===== config.mk =====
export PLATFORM = sky130hd
export DESIGN_NAME = omc_mode_ctrl
export DESIGN_NICKNAME = d
export VERILOG_FILES = /design/src/logic/omc_pkg.sv /design/src/logic/omc_sync.sv /design/src/logic/omc_mode_ctrl.sv
export VERILOG_INCLUDE_DIRS = /design/src /design/src/logic
export SDC_FILE = /design/constraint.sdc
export NUM_CORES = 1
export LEC_CHECK = 0
export BUFFER_PORTS_ARGS = -buffer_cell sky130_fd_sc_hd__buf_2
export CELL_PAD_IN_SITES_DETAIL_PLACEMENT = 2
export CELL_PAD_IN_SITES_GLOBAL_PLACEMENT = 2
export CORE_MARGIN = 2
export CORE_UTILIZATION = 23
export DETAILED_ROUTE_END_ITERATION = 7
export PLACE_DENSITY_LB_ADDON = 0.1
export SLEW_MARGIN = 20
export SYNTH_ARGS = -nofsm -noshare
export SYNTH_HDL_FRONTEND = slang
export SYNTH_HIERARCHICAL = 1
export SYNTH_SLANG_ARGS = --single-unit

===== constraint.sdc =====
create_clock -name ref_clk -period 2.75 [get_ports ref_clk]
set_input_delay 0.55 -clock ref_clk [delete_from_list [all_inputs] [get_ports ref_clk]]
set_output_delay 0.55 -clock ref_clk [all_outputs]
set_load 0.01 [all_outputs]

===== src/logic/omc_defs.svh =====
`ifndef OMC_DEFS_SVH
`define OMC_DEFS_SVH
`define OMC_NUM_CH 8
`define OMC_NUM_IN 2
`define OMC_LH_CH_A 2
`define OMC_LH_CH_B 3
`define OMC_MODE_SLEEP 2'h0
`define OMC_MODE_LIMP 2'h1
`define OMC_MODE_ACTIVE 2'h2
`define OMC_MODE_IDLE 2'h3
`define OMC_ROUTE_IN0_RST 8'h04
`define OMC_ROUTE_IN1_RST 8'h08
`endif


===== src/logic/omc_pkg.sv =====
package omc_pkg;
  typedef enum logic [1:0] {OMC_SLEEP, OMC_IDLE, OMC_ACTIVE, OMC_LIMP} omc_mode_t;
endpackage


===== src/logic/omc_sync.sv =====
`timescale 1ns/1ps
module omc_sync #(
  parameter int WIDTH = 1
) (
  input wire logic ref_clk,
  input wire logic rst_n,
  input wire logic [WIDTH-1:0] async_in,
  output logic [WIDTH-1:0] sync_out
);
  typedef struct packed {
    logic [WIDTH-1:0] meta;
    logic [WIDTH-1:0] stable;
  } omc_sync_state_t;
  omc_sync_state_t state_reg;
  omc_sync_state_t state_next;

  // First stage feeds only the second stage
  always_comb begin
    state_next.meta = async_in;
    state_next.stable = state_reg.meta;
  end

  always_ff @(posedge ref_clk) begin
    if (!rst_n) begin
      state_reg <= '0;
    end else begin
      state_reg <= state_next;
    end
  end

  assign sync_out = state_reg.stable;
endmodule


===== src/logic/omc_mode_ctrl.sv =====
`timescale 1ns/1ps
`include "omc_defs.svh"
// Functional notes
// - Four states only: sleep, idle, active, limp home.
// - Next state chosen from standby, direct inputs, switch bits, stay-awake, modulator enables.
// - On-request outside active moves to active or limp per standby; turn-on delayed.
// - Sleep: all outputs off, registers held at reset values.
// - Idle: all channels off, diagnosis disabled.
// - Idle with good logic supply: registers retained, SPI accepted.
// - Idle never clears channel fault flags.
// - Enter active when standby high and any input high or switch bit set.
// - Stay-awake 0: leave active for idle when inputs low and bits clear.
// - Stay-awake 1: remain active regardless of inputs and bits.
// - Logic undervoltage drops active to idle only with all inputs low.
// - Direct input high enters active even with zero routing.
// - Standby low with input high enters limp home, routed channel on.
// - Limp home: reads normal, writes ignored.
// - Limp home forces supply undervoltage and logic low-power flags to one.
// - First frame in limp home sets transmission error flag, then normal.
// - Limp home forces both open-load diagnosis bits to zero.
// - Limp home: faults and monitors normal; other registers default, locked.
// - Limp home permits only channels 2 and 3 on.
// - Power-on asserted when supply good and input or standby high.
// - Registers reset on logic undervoltage, standby low or soft reset; faults survive.
// - Recovered supply clears its flag on the first diagnosis readout or a soft reset.
module omc_mode_ctrl
  import omc_pkg::*;
#(
  parameter int NUM_CH = `OMC_NUM_CH,
  parameter int NUM_IN = `OMC_NUM_IN
) (
  input wire logic ref_clk,
  input wire logic rst_n,
  input wire logic standby_pin,
  input wire logic [NUM_IN-1:0] direct_input_n,
  input wire logic supply_ok,
  input wire logic supply_uv,
  input wire logic logic_uv,
  input wire logic logic_low_power,
  input wire logic [NUM_CH-1:0] channel_switch_bit,
  input wire logic stay_awake_bit,
  input wire logic internal_modulator0_enable,
  input wire logic internal_modulator1_enable,
  input wire logic [NUM_CH-1:0] modulator_channel_sel,
  input wire logic [NUM_CH-1:0] input0_routing_sel,
  input wire logic [NUM_CH-1:0] input1_routing_sel,
  input wire logic [NUM_CH-1:0] channel_fault_event,
  input wire logic [NUM_CH-1:0] fault_clear,
  input wire logic spi_frame_done,
  input wire logic spi_write_req,
  input wire logic soft_reset_cmd,
  input wire logic diag_readout,
  input wire logic ter_clear,
  input wire logic ter_event,
  output logic [1:0] mode_status,
  output logic [NUM_CH-1:0] channel_on,
  output logic power_on,
  output logic diag_enable,
  output logic spi_enable,
  output logic spi_write_enable,
  output logic reg_reset,
  output logic [NUM_CH-1:0] channel_fault_flag,
  output logic supply_undervoltage_flag,
  output logic logic_low_power_flag,
  output logic transmission_error_flag,
  output logic open_load_force_off
);
  // ---------------------------------------------------------------
  // Input synchronisation
  // ---------------------------------------------------------------
  logic [NUM_IN:0] pins_sync;
  logic standby_s;
  logic [NUM_IN-1:0] din_s;

  omc_sync #(.WIDTH(NUM_IN + 1)) u_sync (
    .ref_clk(ref_clk),
    .rst_n(rst_n),
    .async_in({standby_pin, direct_input_n}),
    .sync_out(pins_sync)
  );
  assign standby_s = pins_sync[NUM_IN];
  assign din_s = pins_sync[NUM_IN-1:0];

  // ---------------------------------------------------------------
  // State
  // ---------------------------------------------------------------
  typedef struct packed {
    omc_mode_t mode;
    logic [NUM_CH-1:0] ch_on;
    logic [NUM_CH-1:0] fault;
    logic uv_flag;
    logic lop_flag;
    logic ter_flag;
    logic ter_pending;
  } omc_state_t;
  omc_state_t state_reg;
  omc_state_t state_next;

  logic any_in;
  logic any_bit;
  logic pwm_req;
  logic wake_req;
  logic [NUM_CH-1:0] in_route;
  logic [NUM_CH-1:0] limp_mask;

  assign any_in = |din_s;
  assign any_bit = |channel_switch_bit;
  // Enabled modulators with any channel selected keep the device awake
  assign pwm_req = (internal_modulator0_enable | internal_modulator1_enable) & (|modulator_channel_sel);
  assign wake_req = any_in | any_bit | pwm_req;
  assign in_route = ({NUM_CH{din_s[0]}} & input0_routing_sel) | ({NUM_CH{din_s[1]}} & input1_routing_sel);

  genvar gi;
  generate
    for (gi = 0; gi < NUM_CH; gi++) begin : g_limp
      assign limp_mask[gi] = (gi == `OMC_LH_CH_A) || (gi == `OMC_LH_CH_B);
    end
  endgenerate

  // ---------------------------------------------------------------
  // Next state
  // ---------------------------------------------------------------

  always_comb begin
    state_next = state_reg;
    // Mode transitions, one encoded machine
    case (state_reg.mode)
      OMC_SLEEP: begin
        if (standby_s && supply_ok) begin
          state_next.mode = wake_req ? OMC_ACTIVE : OMC_IDLE;
        end else if (!standby_s && any_in && supply_ok) begin
          state_next.mode = OMC_LIMP;
        end
      end
      OMC_IDLE: begin
        if (!standby_s) begin
          state_next.mode = any_in ? OMC_LIMP : OMC_SLEEP;
        end else if (wake_req && !(logic_uv && !any_in)) begin
          state_next.mode = OMC_ACTIVE;
        end
      end
      OMC_ACTIVE: begin
        if (!standby_s) begin
          state_next.mode = any_in ? OMC_LIMP : OMC_SLEEP;
        end else if (logic_uv && !any_in) begin
          state_next.mode = OMC_IDLE;
        end else if (!stay_awake_bit && !wake_req) begin
          state_next.mode = OMC_IDLE;
        end
      end
      OMC_LIMP: begin
        if (standby_s) begin
          state_next.mode = wake_req ? OMC_ACTIVE : OMC_IDLE;
        end else if (!any_in) begin
          state_next.mode = OMC_SLEEP;
        end
      end
      default: begin
        state_next.mode = OMC_SLEEP;
      end
    endcase

    // Channels follow the mode just entered
    case (state_next.mode)
      OMC_ACTIVE: state_next.ch_on = logic_uv ? in_route : (channel_switch_bit | in_route);
      OMC_LIMP: state_next.ch_on = in_route & limp_mask;
      default: state_next.ch_on = '0;
    endcase

    // Faults: set wins over clear; only sleep wipes them
    state_next.fault = (state_reg.fault & ~fault_clear) | channel_fault_event;
    if (state_reg.mode == OMC_SLEEP) begin
      state_next.fault = '0;
    end

    // Supply flags: set on event, cleared by readout or soft reset once recovered
    if (supply_uv) begin
      state_next.uv_flag = 1'b1;
    end else if (diag_readout || soft_reset_cmd) begin
      state_next.uv_flag = 1'b0;
    end
    if (logic_low_power) begin
      state_next.lop_flag = 1'b1;
    end else if (diag_readout || soft_reset_cmd) begin
      state_next.lop_flag = 1'b0;
    end

    if (ter_event || (spi_frame_done && state_reg.ter_pending)) begin
      state_next.ter_flag = 1'b1;
    end else if (ter_clear) begin
      state_next.ter_flag = 1'b0;
    end
    if (spi_frame_done || state_next.mode != OMC_LIMP) begin
      state_next.ter_pending = 1'b0;
    end
    // Armed after the clear: a frame ending on the entry edge came before limp home
    if (state_next.mode == OMC_LIMP && state_reg.mode != OMC_LIMP) begin
      state_next.ter_pending = 1'b1;
    end

    if (state_next.mode == OMC_SLEEP || logic_uv) begin
      state_next.uv_flag = 1'b0;
      state_next.lop_flag = 1'b0;
      state_next.ter_flag = 1'b0;
      state_next.ter_pending = 1'b0;
    end
  end

  always_ff @(posedge ref_clk) begin
    if (!rst_n) begin
      state_reg <= '0;
    end else begin
      state_reg <= state_next;
    end
  end

  // ---------------------------------------------------------------
  // Outputs
  // ---------------------------------------------------------------
  logic in_limp;
  assign in_limp = state_reg.mode == OMC_LIMP;
  assign channel_on = state_reg.ch_on;
  assign channel_fault_flag = state_reg.fault;
  assign supply_undervoltage_flag = state_reg.uv_flag | in_limp;
  assign logic_low_power_flag = state_reg.lop_flag | in_limp;
  assign transmission_error_flag = state_reg.ter_flag;
  assign open_load_force_off = in_limp;
  assign power_on = supply_ok & (standby_s | any_in);
  assign diag_enable = state_reg.mode == OMC_ACTIVE || in_limp;
  assign spi_enable = !logic_uv && (state_reg.mode != OMC_SLEEP);
  assign spi_write_enable = spi_enable && !in_limp;
  // Limp home keeps registers at defaults too
  assign reg_reset = (state_reg.mode == OMC_SLEEP) || logic_uv || !standby_s || soft_reset_cmd
                     || in_limp;

  always_comb begin
    case (state_reg.mode)
      OMC_SLEEP: mode_status = `OMC_MODE_SLEEP;
      OMC_LIMP: mode_status = `OMC_MODE_LIMP;
      OMC_ACTIVE: mode_status = `OMC_MODE_ACTIVE;
      default: mode_status = `OMC_MODE_IDLE;
    endcase
  end
endmodule


==> results of run 1 <==
[kinds of logic after synthesis]
logic type      Yosys count  share of synthesized area, %
simple gates             60                          23.3
fa+ha+maj                 4                          3.28
buf+inv                  36                          13.5
flops                    28                          36.8
compound gates           46                          23.1
[path summary, 6_finish.rpt]
path                                   start                       endpoint  cells past startpoint
max reg2reg         state_reg[20]$_SDFF_PN0_       channel_on[0]$_SDFF_PN0_                      7
max                 state_reg[20]$_SDFF_PN0_       channel_on[0]$_SDFF_PN0_                      7
min reg2reg  u_sync/state_next[1]$_SDFF_PN0_  u_sync/sync_out[1]$_SDFF_PN0_                      1
min          u_sync/state_next[1]$_SDFF_PN0_  u_sync/sync_out[1]$_SDFF_PN0_                      1
[worst reg2reg max path: stages, from the launching register on]
cell	delay, ns
dfxtp_1	0.52
inv_1	0.14
ha_1	0.24
or4b_2	0.68
o21ai_0	0.13
a221oi_2	0.08
buf_4	0.22
nor4_1	0.33
[final cells by class]
cell class / instances / area [µm²] / area share (%)
timing repair buffer: 98 / 508 / 25.2
tap: 77 / 96.3 / 4.79
sequential: 28 / 561 / 27.8
multi-input combinational: 110 / 758 / 37.7
inverter: 13 / 48.8 / 2.42
clock buffer: 3 / 41.3 / 2.05
[metal layers]
| layer | global-route usage [%] | part of all wire (%) |
|---|---|---|
| met5 | 0 | 0 |
| met2 | 24.7 | 49 |
| met4 | 1.73 | 0.47 |
| met1 | 17.8 | 45 |
| met3 | 2.92 | 5.7 |
[report_power, final]
| part | internal [mW] | leakage [nW] | switching (mW) |
|---|---|---|---|
| combinational | 0.192 | 0.711 | 0.245 |
| sequential | 0.444 | 0.229 | 0.0325 |
| clock | 0.0981 | 0.0216 | 0.121 |
[stage by stage]
step,cell area (µm²),utilization (%)
final,2010,31.5
after detailed placement,1970,30.9
after global routing,2010,31.5
after floorplan,1530,-
after global placement,1970,30.9
after CTS,2010,31.5
[placed cells by master, fill, tap and decap left out, types with 3 or more instances in the layout]
| master | n |
|---|---|
| nor3_1 | 3 |
| buf_2 | 91 |
| a222oi_1 | 8 |
| o21ai_0 | 7 |
| buf_4 | 7 |
| nor4_1 | 9 |
| dfxtp_1 | 28 |
| clkbuf_8 | 3 |
| ha_1 | 4 |
| and2_1 | 6 |
| nand2b_1 | 3 |
| inv_1 | 12 |
| nor2_1 | 15 |
| a211oi_1 | 5 |
| a21oi_1 | 12 |
| or2_2 | 4 |
==> out/qor.yml, run 1 <==
yosys-top-cells-count: "dfxtp_1 (28), buf_4 (17), nor2_1 (15), a21oi_1 (12), inv_1 (12)"
setup_ws_ns: 0.312
yosys-top-cells-area: "dfxtp_1 (37%), buf_4 (8.4%), a222oi_1 (5.3%), a21oi_1 (3.9%), nor2_1 (3.7%)"
synth.cell_area_um2: 1530
die_area_um2: 7300
critical_path_buf_inv_count: 2
drtIter0Drc: 55
cp_slowest_cell: "or4b_2"
first_pass_iters: 5
critical_path_arrival_ns: 2.60
fin_cells: 329
routed_wl_mm: 5.09
holdCritPathClass: "reg -> reg"
dp_cells: 326
cts_tree: "yes"
grt_pass1_vias: 1698
min_period_ns: 2.44
cts_setup_buffers: 0
rsz0062_at_grt: "false"
tightestPinTransition_ns: 0.536
n_antenna_cell: 0
cts_hold_buffers: 0
slew_headroom_pct: 63.3
wire_per_inst_um: 15.5
nets: 324
drive_gt1_share_pct: 45.2
drc: 0
synth_cell_types: 45
rrSetupSlack_ns: 0.31
ctsResizeCount: 0
slowest_delay_ns: 0.68
tns_ns: 0
worstSetupPathType: "reg -> reg"
grt_overflow: 0
synth_top_area_share_pct: 36.8
finalCritPeriodShare_pct: 88.7
htreeDepth: 1
viasPerCell: 4.96
power_leakage_nw: 0.961
port_buffers: 91
timing.hold.ws_ns: 0.450
skew_ns: 0.00246
gp_congestion: 0.713
cpLargestDelayFamily: "simple AND/OR/NAND/NOR gates"
synth_ff_type: "dfxtp_1"
ys_seq_area_share_pct: 36.8
synth-edff-count: 0
path_cells: "inv_1 > ha_1 > or4b_2 > o21ai_0 > a221oi_2 > buf_4 > nor4_1"
areaGrowthSynthToFinish_pct: 32.0
grt_max_degree: 15
chipWidth_um: 85.4
synthMostInstantiatedCell: "dfxtp_1"
clockRootBuffer: "clkbuf_8"
setup_viol: 0
syn_area_per_cell_um2: 8.77
post-synth-top-area-cell: "dfxtp_1"
critPathMaxFanout: 13
grt_pass1_wl_mm: 8.16
status: "finished, final reports clean"
slew_violations: 0
worst_setup_path_start_kind: "register"
ctsLongestPathBuffers: 2
dieHeight_um: 85.4
hold_violations: 0
timing.fmax_mhz: 410
cp-end-kind: "register"
syn_inst: 174
place_hpwl_mm: 4.15
power_mw: 1.13
start_util_pct: 23.9
fill_cells: 783
synth-async-reset-ratio_pct: 0
peakVddDrop_mv: 0.266
core_um2: 6390
postRouteAntennaNets: 0
powerDensity_nw_per_um2: 563
route.vias.total: 1631
track_usage_pct: 13.9
clkSinkCount: 28
ys_seq_elements: 28
drv_cap: 0
pre_cts_ws_ns: 0.314
boundaryPins: 93
core.rowCount: 29
yosysWarningCount: 6
cts.clk_slew.worst_paths_ns: 0.09
antenna_found_initial: 0
syn_nets: 244
cts_buffers: 3
worstPathRequired_ns: 2.91
clock_latency_ns: 0.27
Power figures use the tool's default switching activity.
==> inputs of run 2 (changes only) <==
- PLACE_DENSITY_LB_ADDON: 0.1 -> 0.05
==> out/qor.yml, run 2 (synthesis gave the netlist of run 1 again) <==
status: "finished, final reports clean"  # unchanged
dieHeight_um: 85.4  # unchanged
powerDensity_nw_per_um2: 609  # was 563 nW/µm²
grt_max_degree: 17  # was 15
cts_hold_buffers: 0  # unchanged
nets: 324  # unchanged
slowest_delay_ns: 0.67  # was 0.68 ns
r2r_start: "state_reg[21]$_SDFF_PN0_"  # was state_reg[20]$_SDFF_PN0_
die_area_um2: 7300  # unchanged
r2r_cells: 7  # unchanged
finalCritPeriodShare_pct: 85.6  # was 88.7%
gp_congestion: 0.755  # was 0.713
slew_headroom_pct: 62.7  # was 63.3%
dp_cells: 326  # unchanged
place_hpwl_mm: 4.10  # was 4.15 mm
critical_path_buf_inv_count: 2  # unchanged
wl_met3_um: 326  # was 288 µm
slew_violations: 0  # unchanged
cpLargestDelayFamily: "simple AND/OR/NAND/NOR gates"  # unchanged
hold_violations: 0  # unchanged
highest_layer: "met4"  # unchanged
viasPerCell: 4.81  # was 4.96
path_cells: "inv_1 > ha_1 > or4b_2 > o21ai_0 > a221oi_2 > buf_4 > nor4_1"  # unchanged
pre_cts_ws_ns: 0.297  # was 0.314 ns
final_cell_mix: "buf_2 (91), dfxtp_1 (28), nor2_1 (15)"  # unchanged
start_util_pct: 23.9  # unchanged
boundaryPins: 93  # unchanged
critPathMaxFanout: 13  # unchanged
ctsResizeCount: 0  # unchanged
route.vias.total: 1588  # was 1631
postRouteAntennaNets: 0  # unchanged
cp-end-kind: "register"  # unchanged
cts_buffers: 3  # unchanged
holdCritPathClass: "reg -> reg"  # unchanged
n_antenna_cell: 0  # unchanged
cts.clk_slew.worst_paths_ns: 0.10  # was 0.09 ns
track_usage_pct: 13.7  # was 13.9%
m1WireLength_mm: 2.30  # was 2.27 mm
clock_latency_ns: 0.28  # was 0.27 ns
setup_viol: 0  # unchanged
drive_gt1_share_pct: 45.5  # was 45.2%
power_leakage_nw: 0.975  # was 0.961 nW
antenna_found_initial: 0  # unchanged
core.rowCount: 29  # unchanged
cp_slowest_cell: "or4b_2"  # unchanged
chipWidth_um: 85.4  # unchanged
clkSinkCount: 28  # unchanged
cts_setup_buffers: 0  # unchanged
skew_ns: 0.00414  # was 0.00246 ns
wire_per_inst_um: 15.2  # was 15.5 µm
routed_wl_mm: 5.02  # was 5.09 mm
first_pass_iters: 6  # was 5
cts_tree: "yes"  # unchanged
worst_setup_path_start_kind: "register"  # unchanged
tightestPinTransition_ns: 0.546  # was 0.536 ns
fin_cells: 330  # was 329
cp.depth: 7  # unchanged
worstPathRequired_ns: 2.93  # was 2.91 ns
grt_pass1_wl_mm: 8.11  # was 8.16 mm
drv_cap: 0  # unchanged
critical_path_arrival_ns: 2.53  # was 2.60 ns
port_buffers: 91  # unchanged
peakVddDrop_mv: 0.201  # was 0.266 mV
crit_path_start: "state_reg[21]$_SDFF_PN0_"  # was state_reg[20]$_SDFF_PN0_
rrSetupSlack_ns: 0.39  # was 0.31 ns
core_um2: 6390  # unchanged
fill_cells: 786  # was 783
grt_pass1_vias: 1672  # was 1698
drtIter0Drc: 60  # was 55
areaGrowthSynthToFinish_pct: 34.0  # was 32.0%
htreeDepth: 1  # unchanged
hold_depth: 1  # unchanged
setup_ws_ns: 0.395  # was 0.312 ns
rsz0062_at_grt: "false"  # unchanged
grt_overflow: 0  # unchanged
min_period_ns: 2.36  # was 2.44 ns
worstSetupPathType: "reg -> reg"  # unchanged
ctsLongestPathBuffers: 2  # unchanged
final_common_cell: "buf_2"  # unchanged
hp-start: "u_sync/state_next[1]$_SDFF_PN0_"  # unchanged
tns_ns: 0  # unchanged
timing.fmax_mhz: 425  # was 410 MHz
wl_met2_mm: 2.39  # was 2.51 mm
clockRootBuffer: "clkbuf_8"  # unchanged
drc: 0  # unchanged
## run 2: cell types whose count changed in the layout (fill, tap and decap cells not counted)
cell,previous run,this run
bufinv_16,0,1
## run 2: final timing paths
| kind | end |
|---|---|
| worst max-delay path | channel_on[4]$_SDFF_PN0_ |
| worst min-delay path | u_sync/sync_out[1]$_SDFF_PN0_ |
| worst max register to register | channel_on[4]$_SDFF_PN0_ |
| worst min register to register | u_sync/sync_out[1]$_SDFF_PN0_ |
## run 2: worst register-to-register path: stages, from the launching register on
cell and delay (ns):
dfxtp_1 0.52, inv_1 0.11, ha_1 0.22, or4b_2 0.67, o21ai_0 0.13, a221oi_2 0.08, buf_4 0.22, nor4_1 0.31
## run 2: power by group
part / total (mW) / internal, mW / switching, mW
registers: 0.472 / 0.444 / 0.0271
logic: 0.443 / 0.196 / 0.247
clock network: 0.329 / 0.195 / 0.134
## run 2: per-stage QoR
step | power [mW] | hold slack [ns] | util (%) | area (µm²)
3_5_place_dp | 0.936 | 0.424 | 30.9 | 1970
5_1_grt | 1.33 | 0.465 | 32.0 | 2040
4_1_cts | 1.27 | 0.448 | 32.0 | 2040
3_3_place_gp | 0.927 | 0.417 | 30.9 | 1970
6_report | 1.24 | 0.442 | 32.0 | 2040
2_1_floorplan | 0.771 | 0.412 | - | 1530
## run 2: layout make-up
cell class,instances,area (µm²),share of cell area [%]
inverters,13,48.8,2.39
multi-input cells,110,758,37.1
clock buffers,3,41.3,2.02
flip-flops and latches,28,561,27.4
well taps,77,96.3,4.72
clock inverters,1,30.0,1.47
repair buffers,98,508,24.9
## run 2: layer usage
metal	track usage, %	vias up
li1	-	789
met1	18.3	746
met2	23.3	51
met3	3.02	2
met4	1.73	0
met5	0	-
==> inputs of run 3 (changes only) <==
- ABC_AREA: not set -> 1
- CORE_ASPECT_RATIO: not set -> 0.75
- CORE_UTILIZATION: 23 -> 21
==> out/qor.yml, run 3 <==
power_mw: 1.08  # was 1.24 mW
r2r_cells: 14  # was 7
clockRootBuffer: "clkbuf_8"  # unchanged
peakVddDrop_mv: 0.147  # was 0.201 mV
drtIter0Drc: 26  # was 60
fin_cells: 378  # was 330
endpoint: "reg_reset"  # was channel_on[4]$_SDFF_PN0_
synth_cell_types: 24  # was 45
cts_setup_buffers: 0  # unchanged
cts_tree: "yes"  # unchanged
grt_max_degree: 16  # was 17
place_area_um2: 1950  # was 1970 µm²
clkSinkCount: 28  # unchanged
final_core_util_pct: 29.3  # was 32.0%
chipWidth_um: 102  # was 85.4 µm
postRouteAntennaNets: 0  # unchanged
status: "finished, final reports clean"  # unchanged
final_common_cell: "buf_2"  # unchanged
cp-end-kind: "primary output"  # was register
combPwrFrac_pct: 33.3  # was 35.6%
n_antenna_cell: 0  # unchanged
hold_violations: 0  # unchanged
nets: 351  # was 324
setup_ws_ns: 0.635  # was 0.395 ns
synthMostInstantiatedCell: "nor2_1"  # was dfxtp_1
route.vias.total: 1552  # was 1588
cts.clk_slew.worst_paths_ns: 0.09  # was 0.10 ns
power_leakage_nw: 1.10  # was 0.975 nW
yosysWarningCount: 6  # unchanged
syn_area_per_cell_um2: 7.46  # was 8.77 µm²
drive_gt1_share_pct: 40.0  # was 45.5%
core.rowCount: 26  # was 29
synth-edff-count: 0  # unchanged
worstPathRequired_ns: 2.20  # was 2.93 ns
routed_wl_mm: 4.80  # was 5.02 mm
wire_per_inst_um: 12.7  # was 15.2 µm
finalCritPeriodShare_pct: 76.9  # was 85.6%
drv_cap: 0  # unchanged
net-switching-power_uw: 362  # was 408 µW
pwr-share-seq_pct: 43.3  # was 37.9%
pre_cts_ws_ns: 0.571  # was 0.297 ns
cts_buffers: 3  # unchanged
fill_cells: 856  # was 786
slew_headroom_pct: 72.4  # was 62.7%
tightestPinTransition_ns: 0.411  # was 0.546 ns
r2r_start: "u_sync/sync_out[0]$_SDFF_PN0_"  # was state_reg[21]$_SDFF_PN0_
core_um2: 6860  # was 6390 µm²
ctsLongestPathBuffers: 2  # unchanged
synth_top_area_share_pct: 37.4  # was 36.8%
design_area_um2: 2010  # was 2040 µm²
first_pass_iters: 4  # was 6
drc: 0  # unchanged
min_period_ns: 2.12  # was 2.36 ns
ctsResizeCount: 0  # unchanged
slew_violations: 0  # unchanged
yosys-top-cells-area: "dfxtp_1 (37%), buf_4 (8.5%), nor2_1 (7.5%), inv_1 (7.3%), a21oi_1 (7.0%)"  # was dfxtp_1 (37%), buf_4 (8.4%), a222oi_1 (5.3%), a21oi_1 (3.9%), nor2_1 (3.7%)
yosys-top-cells-count: "nor2_1 (30), inv_1 (29), dfxtp_1 (28), nand2_1 (24), a21oi_1 (21)"  # was dfxtp_1 (28), buf_4 (17), nor2_1 (15), a21oi_1 (12), inv_1 (12)
critPathMaxFanout: 6  # was 13
grt_pass1_vias: 1576  # was 1672
dp_cells: 374  # was 326
dieHeight_um: 77.2  # was 85.4 µm
syn_inst: 201  # was 174
cts_hold_buffers: 0  # unchanged
timing.hold.ws_ns: 0.428  # was 0.442 ns
seqCellArea_um2: 561  # unchanged
clock_latency_ns: 0.27  # was 0.28 ns
track_usage_pct: 12.9  # was 13.7%
start_util_pct: 21.9  # was 23.9%
syn_nets: 271  # was 244
ys_seq_elements: 28  # unchanged
grt_overflow: 0  # unchanged
synth_ff_type: "dfxtp_1"  # unchanged
final_cell_mix: "buf_2 (91), nor2_1 (30), inv_1 (29)"  # was buf_2 (91), dfxtp_1 (28), nor2_1 (15)
multiInputGateArea_um2: 692  # was 758 µm²
setup_viol: 0  # unchanged
die_area_um2: 7840  # was 7300 µm²
boundaryPins: 93  # unchanged
internal_power_uw: 718  # was 835 µW
areaGrowthSynthToFinish_pct: 33.9  # was 34.0%
clkPwrFrac_pct: 23.4  # was 26.5%
skew_ns: 0.00357  # was 0.00414 ns
htreeDepth: 1  # unchanged
swShare_pct: 33.5  # was 32.8%
crit_path_start: "state_reg[21]$_SDFF_PN0_"  # unchanged
gp_congestion: 0.714  # was 0.755
synth.cell_area_um2: 1500  # was 1530 µm²
holdCritPathClass: "reg -> reg"  # unchanged
powerDensity_nw_per_um2: 538  # was 609 nW/µm²
antenna_found_initial: 0  # unchanged
ys_seq_area_share_pct: 37.4  # was 36.8%
viasPerCell: 4.11  # was 4.81
worstSetupPathType: "reg -> out"  # was reg -> reg
place_hpwl_mm: 4.17  # was 4.10 mm
tns_ns: 0  # unchanged
port_buffers: 91  # unchanged
timing.fmax_mhz: 473  # was 425 MHz
critical_path_arrival_ns: 1.57  # was 2.53 ns
worst_setup_path_start_kind: "register"  # unchanged
rrSetupSlack_ns: 0.89  # was 0.39 ns
synth-async-reset-ratio_pct: 0  # unchanged
grt_pass1_wl_mm: 8.04  # was 8.11 mm
post-synth-top-area-cell: "dfxtp_1"  # unchanged
r2r-end: "channel_on[4]$_SDFF_PN0_"  # unchanged
rsz0062_at_grt: "false"  # unchanged
run 3: changes by cell type after synthesis, moves of 8 or more:
cell	delta
a21oi_1	+9
a222oi_1	-8
a22o_1	+8
inv_1	+17
nand2_1	+22
nor2_1	+15
nor4_1	-9
run 3: cell type report:
type                       instances  area share, %
multi-input combinational        126           34.4
sequential                        28           27.9
timing repair buffer              93           23.4
tap                               98           6.10
inverter                          29           5.42
clock buffer                       4           2.74
run 3: layer usage:
layer / part of all wire [%] / vias to the layer above / GRT usage [%]
met2: 41 / 52 / 19.1
met3: 7.5 / 2 / 2.92
met5: 0 / - / 0
met4: 0.19 / 0 / 1.22
met1: 51 / 712 / 19.4
li1: - / 786 / -
run 3: critical path, cell delays in order (launching register included):
cell,delay [ns]
dfxtp_1,0.45
inv_1,0.14
ha_1,0.29
nor3_1,0.20
nand2_1,0.07
buf_2,0.14
run 3: how the worst min path moves through the flow:
| stage | start | cells after the start | slack (ns) | end |
|---|---|---|---|---|
| 2_1_floorplan | u_sync/state_next[0]$_SDFF_PN0_ | 2 | 0.39 | u_sync/sync_out[0]$_SDFF_PN0_ |
| 3_3_place_gp | u_sync/state_next[0]$_SDFF_PN0_ | 2 | 0.40 | u_sync/sync_out[0]$_SDFF_PN0_ |
| 3_5_place_dp | u_sync/state_next[1]$_SDFF_PN0_ | 2 | 0.41 | u_sync/sync_out[1]$_SDFF_PN0_ |
| 4_1_cts | u_sync/state_next[2]$_SDFF_PN0_ | 2 | 0.44 | u_sync/sync_out[2]$_SDFF_PN0_ |
| 5_1_grt | u_sync/state_next[2]$_SDFF_PN0_ | 2 | 0.45 | u_sync/sync_out[2]$_SDFF_PN0_ |
| 6_report | u_sync/state_next[0]$_SDFF_PN0_ | 2 | 0.43 | u_sync/sync_out[0]$_SDFF_PN0_ |
run 3: power by group through the flow:
stage | sequential (mW) | combinational, mW | clock [mW]
floorplan | 0.469 | 0.250 | 0
global placement | 0.479 | 0.369 | 0
detailed placement | 0.479 | 0.370 | 0
CTS | 0.470 | 0.372 | 0.273
global route | 0.475 | 0.415 | 0.286
finish | 0.468 | 0.360 | 0.253
run 3: logic make-up after synthesis:
group | count (synthesis) | share of synthesized area [%]
buffers and inverters | 47 | 16.5
DFF | 28 | 37.4
adders and majority gates | 4 | 3.34
AOI/OAI and AO/OA | 36 | 14.8
and+or+nand+nor | 86 | 27.9
